===== config.mk =====
export PLATFORM = sky130hd
export DESIGN_NAME = adps_top
export DESIGN_NICKNAME = d
export VERILOG_FILES = /design/src/hw/adps_pkg.sv /design/src/hw/adps_top.sv
export VERILOG_INCLUDE_DIRS = /design/src /design/src/hw
export SDC_FILE = /design/constraint.sdc
export NUM_CORES = 1
export LEC_CHECK = 0
export BUFFER_PORTS_ARGS = -buffer_cell sky130_fd_sc_hd__buf_4
export CAP_MARGIN = 40
export CORE_MARGIN = 2
export CORE_UTILIZATION = 53
export CTS_BUF_LIST = sky130_fd_sc_hd__clkbuf_8 sky130_fd_sc_hd__clkbuf_16
export DETAILED_ROUTE_END_ITERATION = 10
export GPL_TIMING_DRIVEN = 1
export PLACE_DENSITY = 0.77
export SYNTH_ARGS = -nofsm -noshare
export SYNTH_HDL_FRONTEND = slang
export SYNTH_SLANG_ARGS = --single-unit

===== constraint.sdc =====
create_clock -name sys_clk -period 4.35 [get_ports sys_clk]
set_input_delay 0.6525 -clock sys_clk [delete_from_list [all_inputs] [get_ports sys_clk]]
set_output_delay 0.6525 -clock sys_clk [all_outputs]
set_load 0.01 [all_outputs]

===== src/hw/adps_cfg.svh =====
// Constants of the adapter detect and power selector block
`ifndef ADPS_CFG_SVH
`define ADPS_CFG_SVH

// Clock rate and derived cycles per millisecond
`define ADPS_CLK_MHZ         250
`define ADPS_CYC_PER_MS      (`ADPS_CLK_MHZ * 1000)

// Times in their own units
`define ADPS_T_DG_SHORT_MS   150
`define ADPS_T_DG_LONG_MS    1300
`define ADPS_T_GATE_CHK_MS   20
`define ADPS_T_RETRY_MS      1300
`define ADPS_T_FAIL_WIN_S    90

// Counter widths and failure limit
`define ADPS_TMR_W           35
`define ADPS_DG_W            29
`define ADPS_FAIL_W          3
`define ADPS_FAIL_LIMIT      3'h7

// Register map (byte addresses)
`define ADPS_ADDR_W          4
`define ADPS_REG_OPTION      4'h0
`define ADPS_REG_STATUS      4'h4

// Option word fields and reset value
`define ADPS_OPT_INHIBIT     0
`define ADPS_OPT_CAL         6
`define ADPS_OPT_DGSEL       15
`define ADPS_OPT_RST         16'h8000

// Status word fields
`define ADPS_ST_GOOD         0
`define ADPS_ST_OVP          1
`define ADPS_ST_ACON         2
`define ADPS_ST_BATON        3
`define ADPS_ST_CHG          4
`define ADPS_ST_LATCH        5
`define ADPS_ST_FAIL_LSB     8
`define ADPS_ST_MODE_LSB     12

`endif


===== src/hw/adps_pkg.sv =====
// Types of the adapter detect and power selector block
`include "adps_cfg.svh"
package adps_pkg;
    // Source selection states
    typedef enum logic [5:0] {
        ADPS_S_BAT   = 6'h01,
        ADPS_S_BRK   = 6'h02,
        ADPS_S_CHK   = 6'h04,
        ADPS_S_RUN   = 6'h08,
        ADPS_S_RETRY = 6'h10,
        ADPS_S_LATCH = 6'h20
    } adps_pwr_e;
    // Rising deglitch selection
    typedef enum logic [2:0] {
        ADPS_DG_FIRST = 3'h1,
        ADPS_DG_LONG  = 3'h2,
        ADPS_DG_OPT   = 3'h4
    } adps_dg_e;
    typedef logic [`ADPS_TMR_W-1:0] adps_tmr_t;
    // Whole state of the block
    typedef struct packed {
        logic [15:0]            opt;
        logic                   pull;
        logic                   ovp;
        logic                   ac_on;
        logic                   bat_on;
        logic                   clamp;
        logic                   chg;
        adps_pwr_e              st;
        adps_dg_e               mode;
        logic                   saw_low;
        logic                   saw_off;
        logic [`ADPS_FAIL_W-1:0] fails;
        adps_tmr_t              tmr;
        adps_tmr_t              win;
        logic [`ADPS_DG_W-1:0]  dg;
        logic                   wreq;
        logic [31:0]            rdata;
    } adps_state_s;
endpackage


===== src/hw/adps_top.sv =====
// Adapter detect, adapter-good indication and system power source selector
// Behaviour
// - Adapter-good released only with supply ok, detect in window, supply above battery.
// - Adapter-good is open drain: only pulled low or released.
// - First qualification after power-on uses the short deglitch regardless of option.
// - Detect below low threshold resets the block and forces long next deglitch.
// - Option deglitch applies only after detect dropped low and adapter switch turned off.
// - Option bit 15 at zero selects short deglitch; reset default selects long.
// - Register access accepted only with supply above lockout and detect above low level.
// - Over-voltage flags, pulls adapter-good low, stops charge, turns adapter switch off.
// - During over-voltage battery switch turns on when its conditions hold.
// - Detect back in window releases adapter-good, battery off, then adapter on.
// - After over-voltage recovery charging resumes only if all enables hold.
// - At power-on a present battery is connected through the battery switch.
// - Old switch fully off before new one on; never both on.
// - No adapter: adapter gate held at common source, both switches off.
// - Battery gate on without adapter needs supply, battery ok and small adapter margin.
// - After deglitch, move to adapter if adapter-good high and calibrate mode permits.
// - After 20 ms of adapter on, gate voltage low turns switches off.
// - After a failed gate check wait 1.3 s and retry.
// - Seventh failure within 90 s latches adapter off until low-detect reset.
// - Failure counter clears after 90 s.
// - Charging disabled whenever adapter switches are off.
// - Adapter off when adapter-good low or calibrate mode with battery above depletion.
// - Calibrate enable is option bit 6, cleared when battery falls below depletion while adapter-good is released.
`timescale 1ns/1ns
// Shared constants; the guard makes a second inclusion harmless
`include "adps_cfg.svh"
module adps_top #(
    parameter longint unsigned DG_SHORT_CYC =
        longint'(`ADPS_T_DG_SHORT_MS) * longint'(`ADPS_CYC_PER_MS),
    parameter longint unsigned DG_LONG_CYC  =
        longint'(`ADPS_T_DG_LONG_MS) * longint'(`ADPS_CYC_PER_MS),
    parameter longint unsigned GATE_CHK_CYC =
        longint'(`ADPS_T_GATE_CHK_MS) * longint'(`ADPS_CYC_PER_MS),
    parameter longint unsigned RETRY_CYC    =
        longint'(`ADPS_T_RETRY_MS) * longint'(`ADPS_CYC_PER_MS),
    parameter longint unsigned FAIL_WIN_CYC =
        longint'(`ADPS_T_FAIL_WIN_S) * 64'd1000 * longint'(`ADPS_CYC_PER_MS)
) (
    input  wire logic                    sys_clk,
    input  wire logic                    reset,
    input  wire logic [`ADPS_ADDR_W-1:0] avs_address,
    input  wire logic                    avs_read,
    input  wire logic                    avs_write,
    input  wire logic [31:0]             avs_writedata,
    input  wire logic [3:0]              avs_byteenable,
    output logic [31:0]                  avs_readdata,
    output logic                         avs_waitrequest,
    input  wire logic                    vcc_above_lockout,
    input  wire logic                    battery_above_lockout,
    input  wire logic                    detect_above_0v6,
    input  wire logic                    detect_above_2v4,
    input  wire logic                    detect_above_3v15,
    input  wire logic                    vcc_above_battery_275m,
    input  wire logic                    adapter_battery_compare,
    input  wire logic                    battery_above_depletion,
    input  wire logic                    adapter_gate_ok,
    input  wire logic                    battery_present,
    input  wire logic                    charge_conditions_ok,
    input  wire logic                    adapter_good_in,
    output logic                         adapter_good_out,
    output logic                         adapter_good_oe,
    output logic                         adapter_overvoltage,
    output logic                         adapter_switch_on,
    output logic                         reverse_block_switch_on,
    output logic                         battery_switch_on,
    output logic                         adapter_gate_clamp,
    output logic                         charge_enable,
    output logic                         adapter_latched
);
    import adps_pkg::*;

    adps_state_s q;
    adps_state_s d;
    logic        qual;
    logic        bus_ok;
    logic        bat_cond;
    logic        ac_off;
    logic [`ADPS_DG_W-1:0] dg_target;
    logic        ac_state_d;
    logic        bat_state_d;

    // Adapter-good qualification and bus enable, all flags synchronous
    assign qual = vcc_above_lockout & detect_above_2v4 & ~detect_above_3v15
                & vcc_above_battery_275m;
    assign bus_ok = vcc_above_lockout & detect_above_0v6;
    assign bat_cond = vcc_above_lockout & battery_above_lockout
                    & adapter_battery_compare & battery_present;
    // Reasons to drop the adapter: adapter-good low or calibrate with the battery above depletion
    assign ac_off = q.pull | (q.opt[`ADPS_OPT_CAL] & battery_above_depletion);

    // Rising deglitch length picked by the current deglitch mode
    always_comb begin
        unique case (q.mode)
            ADPS_DG_FIRST: dg_target = `ADPS_DG_W'(DG_SHORT_CYC);
            ADPS_DG_LONG:  dg_target = `ADPS_DG_W'(DG_LONG_CYC);
            ADPS_DG_OPT: begin
                if (q.opt[`ADPS_OPT_DGSEL]) begin
                    dg_target = `ADPS_DG_W'(DG_LONG_CYC);
                end else begin
                    dg_target = `ADPS_DG_W'(DG_SHORT_CYC);
                end
            end
            default: dg_target = `ADPS_DG_W'(DG_LONG_CYC);
        endcase
    end

    // Next state of the whole block
    always_comb begin
        logic [31:0] stat;
        logic        fail;
        stat = 32'h0;
        fail = 1'b0;
        d = q;
        d.ovp = detect_above_3v15;

        // Adapter-good: falls at once, rises after the deglitch count
        if (!qual) begin
            d.dg = '0;
            d.pull = 1'b1;
        end else if (q.pull) begin
            if (q.dg == dg_target - `ADPS_DG_W'(1)) begin
                d.pull = 1'b0;
            end else begin
                d.dg = q.dg + `ADPS_DG_W'(1);
            end
        end

        // Window that forgets isolated gate failures
        if (q.fails != '0 && q.st != ADPS_S_LATCH) begin
            if (q.win == `ADPS_TMR_W'(FAIL_WIN_CYC - 1)) begin
                d.win = '0;
                d.fails = '0;
            end else begin
                d.win = q.win + `ADPS_TMR_W'(1);
            end
        end

        // Source selection sequence
        d.tmr = q.tmr + `ADPS_TMR_W'(1);
        unique case (q.st)
            ADPS_S_BAT: begin
                if (!q.pull && adapter_good_in && !ac_off) begin
                    d.st = ADPS_S_BRK;
                end
            end
            ADPS_S_BRK: begin
                d.tmr = '0;
                if (ac_off) begin
                    d.st = ADPS_S_BAT;
                end else if (!q.bat_on) begin
                    d.st = ADPS_S_CHK;
                end
            end
            ADPS_S_CHK: begin
                if (ac_off) begin
                    d.st = ADPS_S_BAT;
                end else if (q.tmr == `ADPS_TMR_W'(GATE_CHK_CYC - 1)) begin
                    d.tmr = '0;
                    if (adapter_gate_ok) begin
                        d.st = ADPS_S_RUN;
                    end else begin
                        fail = 1'b1;
                    end
                end
            end
            ADPS_S_RUN: begin
                if (ac_off) begin
                    d.st = ADPS_S_BAT;
                end
            end
            ADPS_S_RETRY: begin
                if (q.tmr == `ADPS_TMR_W'(RETRY_CYC - 1)) begin
                    d.st = ADPS_S_BRK;
                end
            end
            ADPS_S_LATCH: begin
                d.st = ADPS_S_LATCH;
            end
        endcase

        // A failure in the window-clear cycle still counts
        if (fail) begin
            if (q.fails == '0) begin
                d.win = '0;
            end
            d.fails = d.fails + `ADPS_FAIL_W'(1);
            if (d.fails == `ADPS_FAIL_LIMIT) begin
                d.st = ADPS_S_LATCH;
            end else begin
                d.st = ADPS_S_RETRY;
            end
        end

        // Switch drives: each waits for the other's flop to be off
        ac_state_d = (d.st == ADPS_S_CHK) || (d.st == ADPS_S_RUN);
        bat_state_d = (d.st == ADPS_S_BAT) || (d.st == ADPS_S_RETRY)
                    || (d.st == ADPS_S_LATCH);
        d.ac_on = ac_state_d & qual & ~q.bat_on;
        d.bat_on = bat_state_d & bat_cond & ~q.ac_on & ~d.ac_on;
        d.clamp = ~d.ac_on;
        d.chg = d.ac_on & (d.st == ADPS_S_RUN) & ~d.pull & ~d.ovp
              & ~q.opt[`ADPS_OPT_INHIBIT] & charge_conditions_ok;

        // Track what unlocks the option-selected deglitch
        if (!detect_above_2v4) begin
            d.saw_low = 1'b1;
        end
        if (q.ac_on && !d.ac_on) begin
            d.saw_off = 1'b1;
        end
        if (q.mode != ADPS_DG_OPT && d.saw_low && d.saw_off) begin
            d.mode = ADPS_DG_OPT;
        end

        // Calibrate mode ends on a depleted battery
        if (q.opt[`ADPS_OPT_CAL] && !battery_above_depletion && !q.pull) begin
            d.opt[`ADPS_OPT_CAL] = 1'b0;
        end

        // Status word assembled from live state
        stat[`ADPS_ST_GOOD] = ~q.pull;
        stat[`ADPS_ST_OVP] = q.ovp;
        stat[`ADPS_ST_ACON] = q.ac_on;
        stat[`ADPS_ST_BATON] = q.bat_on;
        stat[`ADPS_ST_CHG] = q.chg;
        stat[`ADPS_ST_LATCH] = (q.st == ADPS_S_LATCH);
        stat[`ADPS_ST_FAIL_LSB +: `ADPS_FAIL_W] = q.fails;
        stat[`ADPS_ST_MODE_LSB +: 3] = q.mode;

        // Bus slave: one wait cycle, then a one-cycle answer
        if (q.wreq && (avs_read || avs_write)) begin
            d.wreq = 1'b0;
            d.rdata = 32'h0;
            if (bus_ok && avs_read) begin
                if (avs_address == `ADPS_REG_OPTION) begin
                    d.rdata = {16'h0, q.opt};
                end else if (avs_address == `ADPS_REG_STATUS) begin
                    d.rdata = stat;
                end
            end
        end else if (!q.wreq) begin
            d.wreq = 1'b1;
            if (bus_ok && avs_write && avs_address == `ADPS_REG_OPTION) begin
                if (avs_byteenable[0]) begin
                    d.opt[7:0] = avs_writedata[7:0];
                end
                if (avs_byteenable[1]) begin
                    d.opt[15:8] = avs_writedata[15:8];
                end
            end
        end

        // Detect below the low level resets all but the bus handshake
        if (!detect_above_0v6) begin
            d.opt = `ADPS_OPT_RST;
            d.pull = 1'b1;
            d.ovp = 1'b0;
            d.ac_on = 1'b0;
            d.bat_on = bat_cond & ~q.ac_on;
            d.clamp = 1'b1;
            d.chg = 1'b0;
            d.st = ADPS_S_BAT;
            d.mode = ADPS_DG_LONG;
            d.saw_low = 1'b0;
            d.saw_off = 1'b0;
            d.fails = '0;
            d.tmr = '0;
            d.win = '0;
            d.dg = '0;
        end
    end

    // State register; power-on starts with the short first deglitch
    always_ff @(posedge sys_clk or posedge reset) begin
        if (reset) begin
            q.opt <= `ADPS_OPT_RST;
            q.pull <= 1'b1;
            q.ovp <= 1'b0;
            q.ac_on <= 1'b0;
            q.bat_on <= 1'b0;
            q.clamp <= 1'b1;
            q.chg <= 1'b0;
            q.st <= ADPS_S_BAT;
            q.mode <= ADPS_DG_FIRST;
            q.saw_low <= 1'b0;
            q.saw_off <= 1'b0;
            q.fails <= '0;
            q.tmr <= '0;
            q.win <= '0;
            q.dg <= '0;
            q.wreq <= 1'b1;
            q.rdata <= 32'h0;
        end else begin
            q <= d;
        end
    end

    // Outputs straight from the state flops; the pin never drives high
    assign avs_readdata = q.rdata;
    assign avs_waitrequest = q.wreq;
    assign adapter_good_out = 1'b0;
    assign adapter_good_oe = q.pull;
    assign adapter_overvoltage = q.ovp;
    assign adapter_switch_on = q.ac_on;
    assign reverse_block_switch_on = q.ac_on;
    assign battery_switch_on = q.bat_on;
    assign adapter_gate_clamp = q.clamp;
    assign charge_enable = q.chg;
    assign adapter_latched = (q.st == ADPS_S_LATCH);
endmodule // adps_top


# Word level (Yosys, flattened, before mapping)
# Cells that the tools add are included.
# Widths: inputs -> output; s select.
# totals
register_bits	168
out_inout_bits	42
word_cells	153
# classes
addsub	5
n_eq_ne	29
muxes	47
n_bitwise	27
reduce_logical	26
# ops
operator	count
$mux 35	6
$mux 135	1
$mux 29	4
$add 35x1->35 const B	2
$pmux 35 s2	1
$mux 32	2
$mux 6	10
$pmux 29 s2	1
$mux 16	3
$pmux 6 s6	1
$eq 35x23->1 const B	1
$eq 35x29->1 const B	1
$eq 35x35->1 const B	1
$add 29x1->29 const B	1
$eq 29x29->1	1
$sub 29x1->29 const B	1
$and 1x1->1	19
$mux 8	2
$mux 15	1
$eq 6x1->1 const B	2
$eq 6x3->1 const B	2
$eq 6x4->1 const B	2
$eq 6x5->1 const B	2
$eq 6x6->1 const B	2
21 further kinds	65

# Logic depth before layout (Yosys ltp)
# depth
ltp_word	17
ltp_mapped	10
depth_no_buf	9

# Worst setup path before layout
# OpenSTA, ideal clock, no wires.
# synth_path
kind	register to register
startpoint	reg q[144] (netlist bit)
endpoint	reg q[70] (netlist bit)
arrival_time_ns	2.575
setup_slack_ns	1.656
stages_incl_launch_ff	10
n_path_buf	3
period_less_slack_ns	2.694
cell_sequence	dfrtp_1 buf_6 or4_4 or4_4 or4_1 o21ai_1 or2_1 buf_6 buf_12 nor2_1
# synth_rtl
element	line	rtl
start, declared	adps_top.sv:74	adps_state_s q;

# Worst setup path in the final report
# layout_path
startpoint	reg q[144] (netlist bit)
endpoint	reg q[139] (netlist bit)
# layout_between
elab_chain_len	16
# layout_lines
element	line	rtl
$ne 6x6->1	adps_top.sv:131	if (q.fails != '0 && q.st != ADPS_S_LATCH) begin
$logic_and 1x1->1	adps_top.sv:131	
$mux 3	adps_top.sv:131	
$add 3x1->3	adps_top.sv:188	d.fails = d.fails + `ADPS_FAIL_W'(1);
$eq 3x3->1 (no source line)	--	
$mux 6	adps_top.sv:189	if (d.fails == `ADPS_FAIL_LIMIT) begin
$mux 6 (*)	adps_top.sv:184	if (fail) begin
$eq 6x3->1 or $eq 6x4->1 (tied branches)	adps_top.sv:197	ac_state_d = (d.st == ADPS_S_CHK) || (d.st == ADPS_S_RUN);
$logic_or 1x1->1 (*)	adps_top.sv:197	
$and 1x1->1 (*) (2 in series)	adps_top.sv:200	d.ac_on = ac_state_d & qual & ~q.bat_on;
$logic_not 1->1 (*)	adps_top.sv:210	if (q.ac_on && !d.ac_on) begin
$logic_and 1x1->1 (*)	adps_top.sv:210	
$mux 1 (*)	adps_top.sv:210	
$logic_and 1x1->1 (*)	adps_top.sv:213	if (q.mode != ADPS_DG_OPT && d.saw_low && d.saw_off) begin
$ne 2x1->1 (no source line) (*)	--	
# Mark *: on every way between the ends. The rest lies on a longest branch, timed or not.
# A chain may end at the register's enable or synchronous reset.

==> reports/qor.csv <==
stage,metric,value,unit
global_routing,total track usage,21.4,%
layout,Layout Nets,965,
sta,Clock Skews,17.6,ps
synth,"Avg Cell Area, Syn",9.38,um^2
critical_path,RR Endpoint,q[139],
sta,pins over their slew limit,0,
sta,Tcrit/Tclk final,71.4,%
floorplan,io pins,98,
route,total wire length,16.6,mm
floorplan,core outline area,15100,um^2
sta,Least-Margin Pin Slew,857,ps
critical_path,"Req. time, crit path",4720,ps
cts,htree depth,4,
sta,setup_tns,0,ps
power_and_ir_drop,Pleak,0.00383,uW
cts,number of gates resized after cts,0,
synth,"Distinct cells, synth",64,
synth,Post-synth ARST share,100,%
route,Pre-antenna DRT Iters,6,
synth,Synth Flop Type,dfrtp_1,
power_and_ir_drop,PD cells,329,nW/um^2
placement,hpwl dp,11.0,mm
layout,Storage cell area,3810,um^2
floorplan,Starting Density,54.0,%
critical_path,"slowest stage delay, CP",610,ps
global_routing,pin count of the biggest net entering global routing,153,
sta,Final setup viols,0,
route,via-per-instance ratio,5.61,
global_routing,first-pass GRT wire length,28.2,mm
route,remaining antenna violation count after routing,0,
floorplan,Die ar.,16400,um^2
cts,total CTS buffers,17,
sta,Slew HR,42.8,%
global_routing,number of global-route vias before repair,5804,
cts,later-pin clock latency in the skew report,440,ps
critical_path,critical path capture point type,flop,
critical_path,Worst path slowest cell,nor2b_1,
cts,# clock sinks,152,
floorplan,height of the die,128,um
layout,layout cells sized above 1,13.6,%
synth,sequential share of the synthesized area,46.6,%
sta,final hold vios,0,
critical_path,Most Frequent Cell on Critical Path,or4_4,
cts,post-CTS setup repair buffer count,0,
synth,Mapped Area,8180,um^2
critical_path,Reg2Reg Depth,7,
critical_path,R2R Setup Slk,1240,ps
route,initial drt markers,513,
synth,Cells after Synth,872,
route,DRC viols,0,
layout,area growth from synthesis to layout,11.5,%
placement,Placer Congestion,0.851,
sta,unrepaired setup endpoints after global routing,false,
layout,number of fill cells,1251,
synth,number of enable flip-flop cells after synthesis,0,
hold_path,Worst Hold Class,in2async,
critical_path,Crit path arrival time,3470,ps
cts,CTS tree,done,
power_and_ir_drop,Peak VDD IR,0.301,mV
critical_path,crit-path cells,or4_4 -> or4_4 -> nor4_4 -> nor2b_1 -> a2111oi_4 -> a41oi_1 -> nand3b_1,
floorplan,Die X,128,um
sta,Max Clk Rate,322,MHz
run_status,outcome,"complete, no violations",
route,post-DR wirelength/cell,15.0,um
global_routing,antenna violations before repair,0,
layout,Multi-input gate area,3880,um^2
layout,# diodes,0,
floorplan,num rows,45,
critical_path,Setup Crit Path Kind,reg2reg,
global_routing,GRT overflow,0,
sta,min cycle time layout,3110,ps
critical_path,Worst R2R Start,q[144],
run,Max Cap Viol,0,
placement,PortBufs,62,
critical_path,worst-path fanout max,10,
synth,YS warnings,0,
route,routed vias,6196,
cts,Clock transition at path regs,60,ps
critical_path,CP Launch Type,flop,
cts,clk root buf,clkbuf_16,
synth,Yosys reg bits,152,
cts,CTS Hold Buffers Added,0,
sta,WHS,384,ps
cts,worst-case clock buffer depth,2,
## synthesized netlist by cell type (8+ instances only)
library cell / instances / share of area [%]
dfrtp_1: 146 / 45
nor2_1: 134 / 6.2
nand2_1: 76 / 3.5
xnor2_1: 54 / 5.8
nand3_1: 40 / 2.4
xor2_1: 37 / 4.0
buf_4: 34 / 3.1
o21ai_0: 33 / 2.0
clkbuf_1: 30 / 1.4
nor3_1: 24 / 1.5
nand4_1: 23 / 1.8
inv_1: 21 / 0.96
mux2i_1: 21 / 2.6
nor4_1: 20 / 1.5
a21oi_1: 19 / 1.2
and3_1: 13 / 0.99
or3_1: 13 / 0.99
and4_1: 10 / 1.1
and2_1: 9 / 0.69
nand2b_1: 8 / 0.61
nor4b_1: 8 / 0.86
## metrics by stage
stage | cells | setup slack [ps] | utilization (%) | total power (uW) | instance area [um^2]
final | 1105 | 1240 | 60.2 | 3000 | 9120
after CTS | 1105 | 1270 | 60.2 | 3020 | 9120
after detailed placement | 1073 | 1260 | 56.3 | 1570 | 8530
after floorplan | 888 | 1660 | - | 1530 | 8240
after global routing | 1105 | 1070 | 60.2 | 3090 | 9120
after global placement | 1073 | 1280 | 56.3 | 1570 | 8530
## flip-flops by register name, summed over array words and instances, names as in the netlist
name / flops
charge_enable: 1
adapter_switch_on: 1
avs_waitrequest: 1
adapter_good_oe: 1
adapter_gate_clamp: 1
adapter_overvoltage: 1
battery_switch_on: 1
q: 129
avs_readdata: 16
## power breakdown
part	switching (uW)	internal [uW]	leakage, uW
registers	5.50	1420	0.00209
clock network	599	859	0.000275
logic	76.2	37.7	0.00147
total	680	2320	0.00383
## placed cells by master, fill, tap and decap left out, types with 5 or more instances in the layout
cell	count
dfrtp_1	146
nor2_1	134
nand2_1	76
buf_4	67
xnor2_1	54
nand3_1	40
xor2_1	37
o21ai_0	33
nor3_1	24
nand4_1	23
mux2i_1	21
inv_1	20
nor4_1	20
a21oi_1	19
conb_1	17
clkbuf_16	17
and3_1	13
or3_1	13
and4_1	10
and2_1	9
nor4b_1	8
nand2b_1	8
nor4bb_1	6
a22o_1	6
clkinvlp_4	6
dfstp_2	6
nand4b_1	5
nor2b_1	5
or4_1	5
ha_1	5
## critical path: cells and delay by family, from the launching register on
family,cells,cell delay (ps)
DFF,1,480
AOI/OAI and AO/OA,2,410
and+or+nand+nor,5,2150
## worst max-delay path by stage
stage / end / cells after the start / startpoint / slack, ps
2_1_floorplan: q[70] / 9 / q[144] / 1660
3_3_place_gp: battery_switch_on / 8 / battery_above_depletion / 1280
3_5_place_dp: q[138] / 8 / battery_above_depletion / 1260
4_1_cts: q[139] / 7 / q[144] / 1270
5_1_grt: q[139] / 7 / q[144] / 1070
6_report: q[139] / 7 / q[144] / 1240
## layout make-up
class	instances	area share [%]
clock buffer	18	4.82
clock inverter	14	1.62
inverter	22	0.947
multi-input combinational	643	42.5
sequential	152	41.8
tap	188	2.58
timing repair buffer	68	5.73
## cell families after synthesis
| group | share of synthesized area (%) |
|---|---|
| multiplexers | 2.57 |
| flip-flops | 46.6 |
| AO/OA/AOI/OAI | 6.50 |
| buffers and inverters | 6.72 |
| AND/OR/NAND/NOR | 27.1 |
| other | 0.0459 |
| XOR/XNOR | 9.75 |
| adder cells (fa/ha/maj) | 0.765 |
## metal layers
layer  track usage (%)  vias up  wire (um)  part of all wire, %
met5                 0        -          0                    0
met4              7.30        0        220                  1.3
met3              4.67       22        745                  4.5
met2              33.1      163       7860                   47
met1              29.9     2985       7770                   47
li1                  -     3026          -                    -
Power figures use the tool's default switching activity.
